**config.mk**
```make
export PLATFORM = sky130hd
export DESIGN_NAME = esic_ctrl
export DESIGN_NICKNAME = d
export VERILOG_FILES = /design/src/design/esic_ext_detect.v /design/src/design/esic_arbiter.v /design/src/design/esic_ctrl.v
export VERILOG_INCLUDE_DIRS = /design/src /design/src/design
export SDC_FILE = /design/constraint.sdc
export NUM_CORES = 1
export LEC_CHECK = 0
export ABC_AREA = 1
export CORE_ASPECT_RATIO = 1.1
export CORE_MARGIN = 5
export CORE_UTILIZATION = 28
export CTS_CLUSTER_DIAMETER = 80
export CTS_CLUSTER_SIZE = 14
export DETAILED_ROUTE_END_ITERATION = 8
export DONT_BUFFER_PORTS = 1
export PLACE_DENSITY = 0.52
export SLEW_MARGIN = 0
export SYNTH_ARGS = -nofsm -noshare
export SYNTH_HDL_FRONTEND = slang
export SYNTH_SLANG_ARGS = --single-unit
```
**constraint.sdc**
```tcl
create_clock -name sys_clk -period 11.7 [get_ports sys_clk]
set_clock_uncertainty 0.2 [all_clocks]
set_input_delay 1.17 -clock sys_clk [delete_from_list [all_inputs] [get_ports sys_clk]]
set_output_delay 1.17 -clock sys_clk [all_outputs]
set_load 0.005 [all_outputs]
```
**src/design/esic_defines.vh**
```
// Purpose: constants for the eight source interrupt controller
// Assumes: byte wide register port, 125 MHz system clock
// Notes:   register offsets are local indices on the register port
`ifndef ESIC_DEFINES_VH
`define ESIC_DEFINES_VH

// ----------------------------------------------------------------
// Register offsets
// ----------------------------------------------------------------
`define ESIC_ADDR_W        4
`define ESIC_OFF_IRQ_EN    4'h0
`define ESIC_OFF_PRIO_LO   4'h1
`define ESIC_OFF_PRIO_HI   4'h2
`define ESIC_OFF_EXT23     4'h3
`define ESIC_OFF_TIMER_CONTROL_REG      4'h4
`define ESIC_OFF_FLAGS     4'h5
`define ESIC_OFF_STATUS    4'h6

// ----------------------------------------------------------------
// Field positions
// ----------------------------------------------------------------
`define ESIC_IE_GLOBAL     7
`define ESIC_IE_MASK       8'hbf
`define ESIC_PL_MASK       8'h3f
`define ESIC_X23_FLAG2     1
`define ESIC_X23_FLAG3     5
`define ESIC_X23_TYPE2     0
`define ESIC_X23_TYPE3     4
`define ESIC_X23_EN2       2
`define ESIC_X23_EN3       6
`define ESIC_X23_PL2       3
`define ESIC_X23_PL3       7
`define ESIC_TC_TYPE0      0
`define ESIC_TC_FLAG0      1
`define ESIC_TC_TYPE1      2
`define ESIC_TC_FLAG1      3
`define ESIC_TC_T0OVF      5
`define ESIC_TC_T1OVF      7
`define ESIC_FL_RX         0
`define ESIC_FL_TX         1
`define ESIC_FL_T2OVF      2
`define ESIC_FL_T2EXT      3

// ----------------------------------------------------------------
// Source indices in polling order and reset values
// ----------------------------------------------------------------
`define ESIC_SRC_EXT0      3'h0
`define ESIC_SRC_T0        3'h1
`define ESIC_SRC_EXT1      3'h2
`define ESIC_SRC_T1        3'h3
`define ESIC_SRC_UART      3'h4
`define ESIC_SRC_T2        3'h5
`define ESIC_SRC_EXT2      3'h6
`define ESIC_SRC_EXT3      3'h7
`define ESIC_RST_BYTE      8'h00
`define ESIC_VEC_BASE      8'h03
`define ESIC_LVL_NONE      3'h4

`endif

```
**src/design/esic_ext_detect.v**
```verilog
// Purpose: synchronise one external request pin and find falling edges
// Assumes: pin is asynchronous to sys_clk
// Notes:   edge pulse is one cycle, level output is active high request
`timescale 1ns/1ps
`default_nettype none

module esic_ext_detect (
  input  wire sys_clk,
  input  wire nrst,
  input  wire pin_n,
  output wire low_level,
  output wire fall_pulse
);

  reg sync1_q;
  reg sync2_q;
  reg prev_q;

  // ----------------------------------------------------------------
  // Two stage synchroniser, then a history bit for edge detection
  // ----------------------------------------------------------------
  always @(posedge sys_clk) begin
    if (!nrst) begin
      sync1_q <= 1'b1;
      sync2_q <= 1'b1;
      prev_q  <= 1'b1;
    end else begin
      sync1_q <= pin_n;
      sync2_q <= sync1_q;
      prev_q  <= sync2_q;
    end
  end

  // Only the second stage and its history are read
  assign low_level  = ~sync2_q;
  assign fall_pulse = prev_q & ~sync2_q;

endmodule // esic_ext_detect

`default_nettype wire

```
**src/design/esic_arbiter.v**
```verilog
// Purpose: pick the winning source by level, then by polling order
// Assumes: requests already gated by enables
// Notes:   purely combinational, level 0 is the highest
`timescale 1ns/1ps
`default_nettype none
`include "esic_defines.vh"

module esic_arbiter (
  input  wire [7:0] req,
  input  wire [7:0] prio_hi,
  input  wire [7:0] prio_lo,
  output reg        win_valid,
  output reg  [2:0] win_src,
  output reg  [2:0] win_lvl
);

  integer i;
  reg [2:0] lvl;

  // Level 0 for pattern 11 down to level 3 for pattern 00
  function [2:0] esic_level;
    input hi;
    input lo;
    begin
      esic_level = {1'b0, ~hi, ~lo};
    end
  endfunction

  // ----------------------------------------------------------------
  // Scan from the last polled source so the first one wins ties
  // ----------------------------------------------------------------
  always @* begin
    win_valid = 1'b0;
    win_src   = `ESIC_SRC_EXT0;
    win_lvl   = `ESIC_LVL_NONE;
    lvl       = `ESIC_LVL_NONE;
    for (i = 7; i >= 0; i = i - 1) begin
      lvl = esic_level(prio_hi[i], prio_lo[i]);
      if (req[i] && (lvl <= win_lvl)) begin
        win_valid = 1'b1;
        win_src   = i[2:0];
        win_lvl   = lvl;
      end
    end
  end

endmodule // esic_arbiter

`default_nettype wire

```
**src/design/esic_ctrl.v**
```verilog
// Purpose: eight source, four level interrupt controller for a CPU core
// Assumes: one 125 MHz clock, synchronous active low reset
// Notes:   request re-evaluated each cycle until the core acknowledges; return pops a level
`timescale 1ns/1ps
`default_nettype none
`include "esic_defines.vh"

// Overview of operation
// - Eight sources, each gated by own enable
// - Global enable clear blocks every interrupt
// - Enable register bit layout, bit 6 unused
// - High and low bit form four levels
// - Lower level never preempts running routine
// - Higher level wins simultaneous requests
// - Fixed polling order breaks equal-level ties
// - Vector addresses 03H to 3BH step eight
// - Each external input level or falling edge
// - External 2/3 type bit selects edge
// - Edge on external 2/3 sets flag
// - Vectoring clears edge external pending flag
// - Timer0/1 overflow flags cleared on vectoring
// - Serial request is rx OR tx, kept
// - Timer2 request is overflow OR external, kept
// - Software flag writes act like hardware, except external flags in level mode
// - Priority-low register bit layout, 7:6 unused
// - Priority-high register holds all eight
// - External 2/3 control register bit layout
module esic_ctrl (
  input  wire       sys_clk,
  input  wire       nrst,
  input  wire [3:0] reg_addr,
  input  wire [7:0] reg_wdata,
  input  wire       reg_wr,
  input  wire       reg_rd,
  output reg  [7:0] reg_rdata,
  input  wire       ext_irq0_pin,
  input  wire       ext_irq1_pin,
  input  wire       ext_irq2_pin,
  input  wire       ext_irq3_pin,
  input  wire       timer0_rollover,
  input  wire       timer1_rollover,
  input  wire       timer2_overflow_set,
  input  wire       timer2_external_set,
  input  wire       uart_rx_done_set,
  input  wire       uart_tx_done_set,
  input  wire       cpu_ack,
  input  wire       cpu_reti,
  output reg        irq_req_q,
  output reg  [7:0] irq_vector_q
);

  // ----------------------------------------------------------------
  // Register state
  // ----------------------------------------------------------------
  reg  [7:0] irq_enable_q;
  reg  [7:0] prio_low_q;
  reg  [7:0] prio_high_q;
  reg  [7:0] ext23_ctrl_q;
  reg  [7:0] timer_control_reg_q;
  reg  [3:0] flags_q;
  reg  [3:0] active_q;        // one bit per level in service, bit 0 highest
  reg  [2:0] irq_src_q;
  reg  [2:0] irq_lvl_q;

  wire [3:0] ext_low;
  wire [3:0] ext_fall;
  wire [7:0] req_raw;
  wire [7:0] req_en;
  wire [7:0] prio_lo_all;
  wire       win_valid;
  wire [2:0] win_src;
  wire [2:0] win_lvl;
  wire       wr_timer_control_reg;
  wire       wr_x23;
  wire       wr_flags;
  wire       vec_take;
  wire [2:0] cur_lvl;
  wire [3:0] reti_pop;

  // Index of the highest active level, or none
  function [2:0] esic_top_level;
    input [3:0] act;
    begin
      if (act[0])
        esic_top_level = 3'h0;
      else if (act[1])
        esic_top_level = 3'h1;
      else if (act[2])
        esic_top_level = 3'h2;
      else if (act[3])
        esic_top_level = 3'h3;
      else
        esic_top_level = `ESIC_LVL_NONE;
    end
  endfunction

  // One-hot of a level index, for push and pop
  function [3:0] esic_level_bit;
    input [2:0] lvl;
    begin
      case (lvl)
        3'h0:    esic_level_bit = 4'h1;
        3'h1:    esic_level_bit = 4'h2;
        3'h2:    esic_level_bit = 4'h4;
        3'h3:    esic_level_bit = 4'h8;
        default: esic_level_bit = 4'h0;
      endcase
    end
  endfunction

  // Next state of a hardware set, software write, vector clear flag
  // Hardware set beats both clears so no event is lost
  function esic_flag_next;
    input cur;
    input hw_set;
    input sw_wr;
    input sw_val;
    input vec_clr;
    begin
      if (hw_set)
        esic_flag_next = 1'b1;
      else if (sw_wr)
        esic_flag_next = sw_val;
      else if (vec_clr)
        esic_flag_next = 1'b0;
      else
        esic_flag_next = cur;
    end
  endfunction

  // ----------------------------------------------------------------
  // External pin front ends
  // ----------------------------------------------------------------
  esic_ext_detect u_ext0 (
    .sys_clk    (sys_clk),
    .nrst       (nrst),
    .pin_n      (ext_irq0_pin),
    .low_level  (ext_low[0]),
    .fall_pulse (ext_fall[0])
  );

  esic_ext_detect u_ext1 (
    .sys_clk    (sys_clk),
    .nrst       (nrst),
    .pin_n      (ext_irq1_pin),
    .low_level  (ext_low[1]),
    .fall_pulse (ext_fall[1])
  );

  esic_ext_detect u_ext2 (
    .sys_clk    (sys_clk),
    .nrst       (nrst),
    .pin_n      (ext_irq2_pin),
    .low_level  (ext_low[2]),
    .fall_pulse (ext_fall[2])
  );

  esic_ext_detect u_ext3 (
    .sys_clk    (sys_clk),
    .nrst       (nrst),
    .pin_n      (ext_irq3_pin),
    .low_level  (ext_low[3]),
    .fall_pulse (ext_fall[3])
  );

  // ----------------------------------------------------------------
  // Write decode and vectoring event
  // ----------------------------------------------------------------
  assign wr_timer_control_reg  = reg_wr && (reg_addr == `ESIC_OFF_TIMER_CONTROL_REG);
  assign wr_x23   = reg_wr && (reg_addr == `ESIC_OFF_EXT23);
  assign wr_flags = reg_wr && (reg_addr == `ESIC_OFF_FLAGS);
  assign vec_take = irq_req_q && cpu_ack;

  // ----------------------------------------------------------------
  // Request vector in polling order
  // ----------------------------------------------------------------
  // A level-triggered source follows the pin directly; the outside
  // requester must release it before returning, or it re-enters.
  assign req_raw[`ESIC_SRC_EXT0] = timer_control_reg_q[`ESIC_TC_FLAG0];
  assign req_raw[`ESIC_SRC_T0]   = timer_control_reg_q[`ESIC_TC_T0OVF];
  assign req_raw[`ESIC_SRC_EXT1] = timer_control_reg_q[`ESIC_TC_FLAG1];
  assign req_raw[`ESIC_SRC_T1]   = timer_control_reg_q[`ESIC_TC_T1OVF];
  assign req_raw[`ESIC_SRC_UART] = flags_q[`ESIC_FL_RX] | flags_q[`ESIC_FL_TX];
  assign req_raw[`ESIC_SRC_T2]   = flags_q[`ESIC_FL_T2OVF] | flags_q[`ESIC_FL_T2EXT];
  assign req_raw[`ESIC_SRC_EXT2] = ext23_ctrl_q[`ESIC_X23_FLAG2];
  assign req_raw[`ESIC_SRC_EXT3] = ext23_ctrl_q[`ESIC_X23_FLAG3];

  // Individual enables, then the global gate
  assign req_en = {ext23_ctrl_q[`ESIC_X23_EN3], ext23_ctrl_q[`ESIC_X23_EN2],
                   irq_enable_q[5:0]} & req_raw
                  & {8{irq_enable_q[`ESIC_IE_GLOBAL]}};

  // Low priority bits of ext2/3 live in the external control register
  assign prio_lo_all = {ext23_ctrl_q[`ESIC_X23_PL3], ext23_ctrl_q[`ESIC_X23_PL2],
                        prio_low_q[5:0]};

  esic_arbiter u_arb (
    .req       (req_en),
    .prio_hi   (prio_high_q),
    .prio_lo   (prio_lo_all),
    .win_valid (win_valid),
    .win_src   (win_src),
    .win_lvl   (win_lvl)
  );

  assign cur_lvl  = esic_top_level(active_q);
  assign reti_pop = esic_level_bit(cur_lvl);

  // ----------------------------------------------------------------
  // Register file and flag updates
  // ----------------------------------------------------------------
  always @(posedge sys_clk) begin
    if (!nrst) begin
      irq_enable_q <= `ESIC_RST_BYTE;
      prio_low_q   <= `ESIC_RST_BYTE;
      prio_high_q  <= `ESIC_RST_BYTE;
      ext23_ctrl_q <= `ESIC_RST_BYTE;
      timer_control_reg_q       <= `ESIC_RST_BYTE;
      flags_q      <= 4'h0;
    end else begin
      if (reg_wr && (reg_addr == `ESIC_OFF_IRQ_EN))
        irq_enable_q <= reg_wdata & `ESIC_IE_MASK;
      if (reg_wr && (reg_addr == `ESIC_OFF_PRIO_LO))
        prio_low_q <= reg_wdata & `ESIC_PL_MASK;
      if (reg_wr && (reg_addr == `ESIC_OFF_PRIO_HI))
        prio_high_q <= reg_wdata;
      // Control fields of the external 2/3 register
      if (wr_x23) begin
        ext23_ctrl_q[`ESIC_X23_PL3]   <= reg_wdata[`ESIC_X23_PL3];
        ext23_ctrl_q[`ESIC_X23_EN3]   <= reg_wdata[`ESIC_X23_EN3];
        ext23_ctrl_q[`ESIC_X23_TYPE3] <= reg_wdata[`ESIC_X23_TYPE3];
        ext23_ctrl_q[`ESIC_X23_PL2]   <= reg_wdata[`ESIC_X23_PL2];
        ext23_ctrl_q[`ESIC_X23_EN2]   <= reg_wdata[`ESIC_X23_EN2];
        ext23_ctrl_q[`ESIC_X23_TYPE2] <= reg_wdata[`ESIC_X23_TYPE2];
      end
      // External 2/3 pending: edge mode latches, level mode follows pin
      if (ext23_ctrl_q[`ESIC_X23_TYPE2])
        ext23_ctrl_q[`ESIC_X23_FLAG2] <= esic_flag_next(
          ext23_ctrl_q[`ESIC_X23_FLAG2], ext_fall[2], wr_x23,
          reg_wdata[`ESIC_X23_FLAG2],
          vec_take && (irq_src_q == `ESIC_SRC_EXT2));
      else
        ext23_ctrl_q[`ESIC_X23_FLAG2] <= ext_low[2];
      if (ext23_ctrl_q[`ESIC_X23_TYPE3])
        ext23_ctrl_q[`ESIC_X23_FLAG3] <= esic_flag_next(
          ext23_ctrl_q[`ESIC_X23_FLAG3], ext_fall[3], wr_x23,
          reg_wdata[`ESIC_X23_FLAG3],
          vec_take && (irq_src_q == `ESIC_SRC_EXT3));
      else
        ext23_ctrl_q[`ESIC_X23_FLAG3] <= ext_low[3];
      // Timer control: trigger types, ext0/1 flags, timer overflow flags
      if (wr_timer_control_reg) begin
        timer_control_reg_q[`ESIC_TC_TYPE0] <= reg_wdata[`ESIC_TC_TYPE0];
        timer_control_reg_q[`ESIC_TC_TYPE1] <= reg_wdata[`ESIC_TC_TYPE1];
      end
      if (timer_control_reg_q[`ESIC_TC_TYPE0])
        timer_control_reg_q[`ESIC_TC_FLAG0] <= esic_flag_next(timer_control_reg_q[`ESIC_TC_FLAG0], ext_fall[0],
          wr_timer_control_reg, reg_wdata[`ESIC_TC_FLAG0],
          vec_take && (irq_src_q == `ESIC_SRC_EXT0));
      else
        timer_control_reg_q[`ESIC_TC_FLAG0] <= ext_low[0];
      if (timer_control_reg_q[`ESIC_TC_TYPE1])
        timer_control_reg_q[`ESIC_TC_FLAG1] <= esic_flag_next(timer_control_reg_q[`ESIC_TC_FLAG1], ext_fall[1],
          wr_timer_control_reg, reg_wdata[`ESIC_TC_FLAG1],
          vec_take && (irq_src_q == `ESIC_SRC_EXT1));
      else
        timer_control_reg_q[`ESIC_TC_FLAG1] <= ext_low[1];
      timer_control_reg_q[`ESIC_TC_T0OVF] <= esic_flag_next(timer_control_reg_q[`ESIC_TC_T0OVF], timer0_rollover,
        wr_timer_control_reg, reg_wdata[`ESIC_TC_T0OVF],
        vec_take && (irq_src_q == `ESIC_SRC_T0));
      timer_control_reg_q[`ESIC_TC_T1OVF] <= esic_flag_next(timer_control_reg_q[`ESIC_TC_T1OVF], timer1_rollover,
        wr_timer_control_reg, reg_wdata[`ESIC_TC_T1OVF],
        vec_take && (irq_src_q == `ESIC_SRC_T1));
      // Serial and timer2 flags are never cleared by vectoring
      flags_q[`ESIC_FL_RX] <= esic_flag_next(flags_q[`ESIC_FL_RX], uart_rx_done_set,
        wr_flags, reg_wdata[`ESIC_FL_RX], 1'b0);
      flags_q[`ESIC_FL_TX] <= esic_flag_next(flags_q[`ESIC_FL_TX], uart_tx_done_set,
        wr_flags, reg_wdata[`ESIC_FL_TX], 1'b0);
      flags_q[`ESIC_FL_T2OVF] <= esic_flag_next(flags_q[`ESIC_FL_T2OVF],
        timer2_overflow_set, wr_flags, reg_wdata[`ESIC_FL_T2OVF], 1'b0);
      flags_q[`ESIC_FL_T2EXT] <= esic_flag_next(flags_q[`ESIC_FL_T2EXT],
        timer2_external_set, wr_flags, reg_wdata[`ESIC_FL_T2EXT], 1'b0);
    end
  end

  // ----------------------------------------------------------------
  // Request to the core and in-service level tracking
  // ----------------------------------------------------------------
  // The presented request is re-evaluated every cycle until taken, so
  // a cancelled flag or a better newcomer replaces it before the ack.
  always @(posedge sys_clk) begin
    if (!nrst) begin
      irq_req_q    <= 1'b0;
      irq_vector_q <= `ESIC_RST_BYTE;
      irq_src_q    <= `ESIC_SRC_EXT0;
      irq_lvl_q    <= `ESIC_LVL_NONE;
      active_q     <= 4'h0;
    end else begin
      if (vec_take)
        active_q <= active_q | esic_level_bit(irq_lvl_q);
      else if (cpu_reti)
        active_q <= active_q & ~reti_pop;
      if (vec_take || cpu_reti) begin
        irq_req_q <= 1'b0;
      end else begin
        irq_req_q    <= win_valid && (win_lvl < cur_lvl);
        irq_src_q    <= win_src;
        irq_lvl_q    <= win_lvl;
        irq_vector_q <= {2'b00, win_src, 3'b000} + `ESIC_VEC_BASE;
      end
    end
  end

  // ----------------------------------------------------------------
  // Read port, data in the cycle after the strobe
  // ----------------------------------------------------------------
  always @(posedge sys_clk) begin
    if (!nrst) begin
      reg_rdata <= `ESIC_RST_BYTE;
    end else if (reg_rd) begin
      case (reg_addr)
        `ESIC_OFF_IRQ_EN:  reg_rdata <= irq_enable_q;
        `ESIC_OFF_PRIO_LO: reg_rdata <= prio_low_q;
        `ESIC_OFF_PRIO_HI: reg_rdata <= prio_high_q;
        `ESIC_OFF_EXT23:   reg_rdata <= ext23_ctrl_q;
        `ESIC_OFF_TIMER_CONTROL_REG:    reg_rdata <= timer_control_reg_q;
        `ESIC_OFF_FLAGS:   reg_rdata <= {4'h0, flags_q};
        `ESIC_OFF_STATUS:  reg_rdata <= {active_q, 1'b0, irq_src_q};
        default:           reg_rdata <= `ESIC_RST_BYTE;
      endcase
    end else begin
      reg_rdata <= `ESIC_RST_BYTE;
    end
  end

endmodule // esic_ctrl

`default_nettype wire

```
==> results.md <==
* Multi-input gate area at ~1900 um2
* Die ar. at ~16000 um2
* Worst Setup Path Type: reg -> reg
* Synthesis warning total at 0
* Filler cells at 1416
* Router iterations before antenna repair at 4
* Initial antenna violation count at 0
* Post-CTS Resized at 0
* Core area at roughly 13000 um2
* GP Congestion at 0.922
* Crit share post-route at 71.0%
* Max-cap violation count at 0
* Crit path max fanout at 7
* Total area of sequential cells at ~1400 um2
* All-Layer GR Usage at between 10 and 15%
* Min Tclk post-route at between 8 and 9 ns
* Nets at about 540
* CTS Buffer Depth at 2
* Leakage at ~1.7 nW
* Post-route setup slack at 3.39 ns
* Vias in the first global route at 3113
* Fmax at about 120 MHz
* Critical Path Most Common Cell: nand2_1
* Largest net degree at the start of global routing at 37
* Worst hold path class: reg -> reg
* Max IR drop VDD at 0.000100 V
* Outcome: finished, final reports clean
* Pwr Total at roughly 0.58 mW
* DR vias/cell at 4.96
* Pwr dens at ~140 nW/um2
* Clk sinks at 71
* Setup WS pre-CTS at 3.43 ns
* Initial Util at 28.4%
* Top_reg_cell synth: dfxtp_1
* CP Capture Type: register
* Count leader, synth: inv_1
* CP max stage cell: dfxtp_1
* Final Hold Vio Count at 0
* Worst skew pair latency at between 0.3 and 0.4 ns
* Tightest Pin Transition at 0.609 ns
* Cts bufs inserted at 9
* Site Rows at 44
* Final wirelength at between 10 and 15 mm
* Top cells by count, synth: inv_1 (79), dfxtp_1 (71), nand2_1 (71)
* Synth area leader: dfxtp_1
* Max incr delay on CP at ~0.45 ns
* Post-Synthesis Cells at 500
* Unrepaired setup endpoints after global routing: false
* ANT cells at 0
* P&R area growth vs syn at 12.7%
* Ys async rst share at 0%
* Hpwl dp at roughly 8.5 mm
* Number of flops mapped to enable cells by yosys at 0
* Hold_buf cts at 0
* Mapped Area at about 3700 um2
* Synth Register Bits at approximately 70
* Mapped Avg Cell Area at between 7 and 8 um2
* CTS tree: yes
* Clock transition at the registers of the reported paths at around 0.060 ns
* Post-CTS Setup Bufs at 0
* Grt total ovfl at 0
* Setup TNS at 0 ns
* Horiz. Die Dim at between 100 and 150 um
* Die Ht at roughly 130 um
* Area contributors post-synth: dfxtp_1 (38%), inv_1 (7.9%), nand2_1 (7.1%)
* CTS root buf: clkbuf_16
* CP startpoint kind: register
* Setup violators final at 0
* Fin cells at approximately 670
* Worst Path Required at approximately 12 ns
* IO Pins at 45
* IO Port Bufs at 0
* Remaining antenna violation count after routing at 0
* Netlist cell types at 49
* Routed len/inst at 16.3 um
* Final Max Slew Viols at 0
* Max-slew headroom at slightly below 60%
* Vias at around 3.3k
* DRC Markers at 0
* Register area share after synthesis at 38.0%
* CTS H-tree depth at 3
* Placed insts at ~650
* Top-area cell type share of the netlist area at 38.0%
* First-pass GRT wire length at approximately 17 mm
* First DRT Iteration DRCs at 238
* Layout cells sized above 1 at approximately 14%
* Worst EP arrival at around 8.3 ns
[critical path: cells and delay by family (launching register included)]
| family | cells | cell delay [ns] |
|---|---|---|
| adder cells (fa/ha/maj) | 8 | 2.19 |
| flip-flops | 1 | 0.45 |
| AND/OR/NAND/NOR | 28 | 2.83 |
| buffers and inverters | 10 | 0.68 |
| AO/OA/AOI/OAI | 14 | 1.82 |
[power by group]
group | switching (mW) | internal (mW) | total, mW | leakage [nW]
clock | 0.104 | 0.198 | 0.301 | 0.158
combinational | 0.0158 | 0.00772 | 0.0235 | 0.966
sequential | 0.00429 | 0.248 | 0.253 | 0.578
total | 0.124 | 0.454 | 0.577 | 1.70
[per-layer routing]
metal  global-route usage, %  up-vias  share of wire, %
li1                        -     1670                 -
met1                    17.7     1549                44
met2                    23.4       66                50
met3                    2.45       14               4.3
met4                    5.67        0               1.9
met5                       0        -                 0
[registers in the layout, indices dropped and copies added, names as in the netlist, 3 cells and up]
name and flops:
flags_q 4, irq_lvl_q 3, irq_src_q 3, active_q 4, irq_enable_q 7, timer_control_reg_q 6
prio_low_q 6, reg_rdata 8, ext23_ctrl_q 8, prio_high_q 8
[through the flow]
stage          cell area (um2)  hold slack (ns)  util (%)
4_1_cts                   4210            0.213      32.0
3_5_place_dp              3880            0.198      29.5
5_1_grt                   4210            0.229      32.0
3_3_place_gp              3880            0.194      29.5
2_1_floorplan             3750            0.193         -
6_report                  4210            0.208      32.0
[final cells by class]
| class | count | area share (%) |
|---|---|---|
| Clock buffer | 11 | 6.00 |
| Clock inverter | 5 | 1.90 |
| Inverter | 84 | 7.49 |
| Multi-Input combinational cell | 333 | 46.1 |
| Sequential cell | 71 | 33.7 |
| Tap cell | 161 | 4.78 |
[worst paths after layout]
kind	from	slack, ns	end	depth (start not counted)
worst max-delay path	irq_enable_q[7]$_SDFFE_PN0P_	3.39	irq_req_q$_SDFF_PP0_	60
worst min-delay path	u_ext0.sync1_q$_SDFF_PN1_	0.21	u_ext0.sync2_q$_SDFF_PN1_	1
worst max register to register	irq_enable_q[7]$_SDFFE_PN0P_	3.39	irq_req_q$_SDFF_PP0_	60
worst min register to register	u_ext0.sync1_q$_SDFF_PN1_	0.21	u_ext0.sync2_q$_SDFF_PN1_	1
[layout by cell type, fill, tap and decap left out, types with 3 or more instances in the layout]
| master | count |
|---|---|
| nor2_1 | 31 |
| a21oi_1 | 52 |
| or2_2 | 12 |
| a21oi_2 | 3 |
| o2111ai_1 | 4 |
| nand2_4 | 6 |
| nor3_1 | 6 |
| and2_1 | 4 |
| conb_1 | 3 |
| inv_2 | 4 |
| inv_1 | 79 |
| ha_1 | 15 |
| o21ai_0 | 36 |
| nand2_1 | 71 |
| a31oi_1 | 4 |
| nand3_1 | 23 |
| nand3_2 | 8 |
| dfxtp_1 | 71 |
| o22ai_1 | 9 |
| nand2_2 | 9 |
| a221oi_1 | 6 |
| o21bai_1 | 3 |
| clkbuf_16 | 9 |
[kinds of logic (layout without fill, tap and decap cells)]
group,after synthesis,in the layout,share of synthesized area (%)
DFF,71,71,38.0
and+or+nand+nor,181,181,25.3
AOI/OAI and AO/OA,134,134,21.3
buffers and inverters,98,100,10.3
other,1,3,0.100
adders and majority gates,15,15,5.02
No activity file was read; power rests on OpenSTA's default activity.
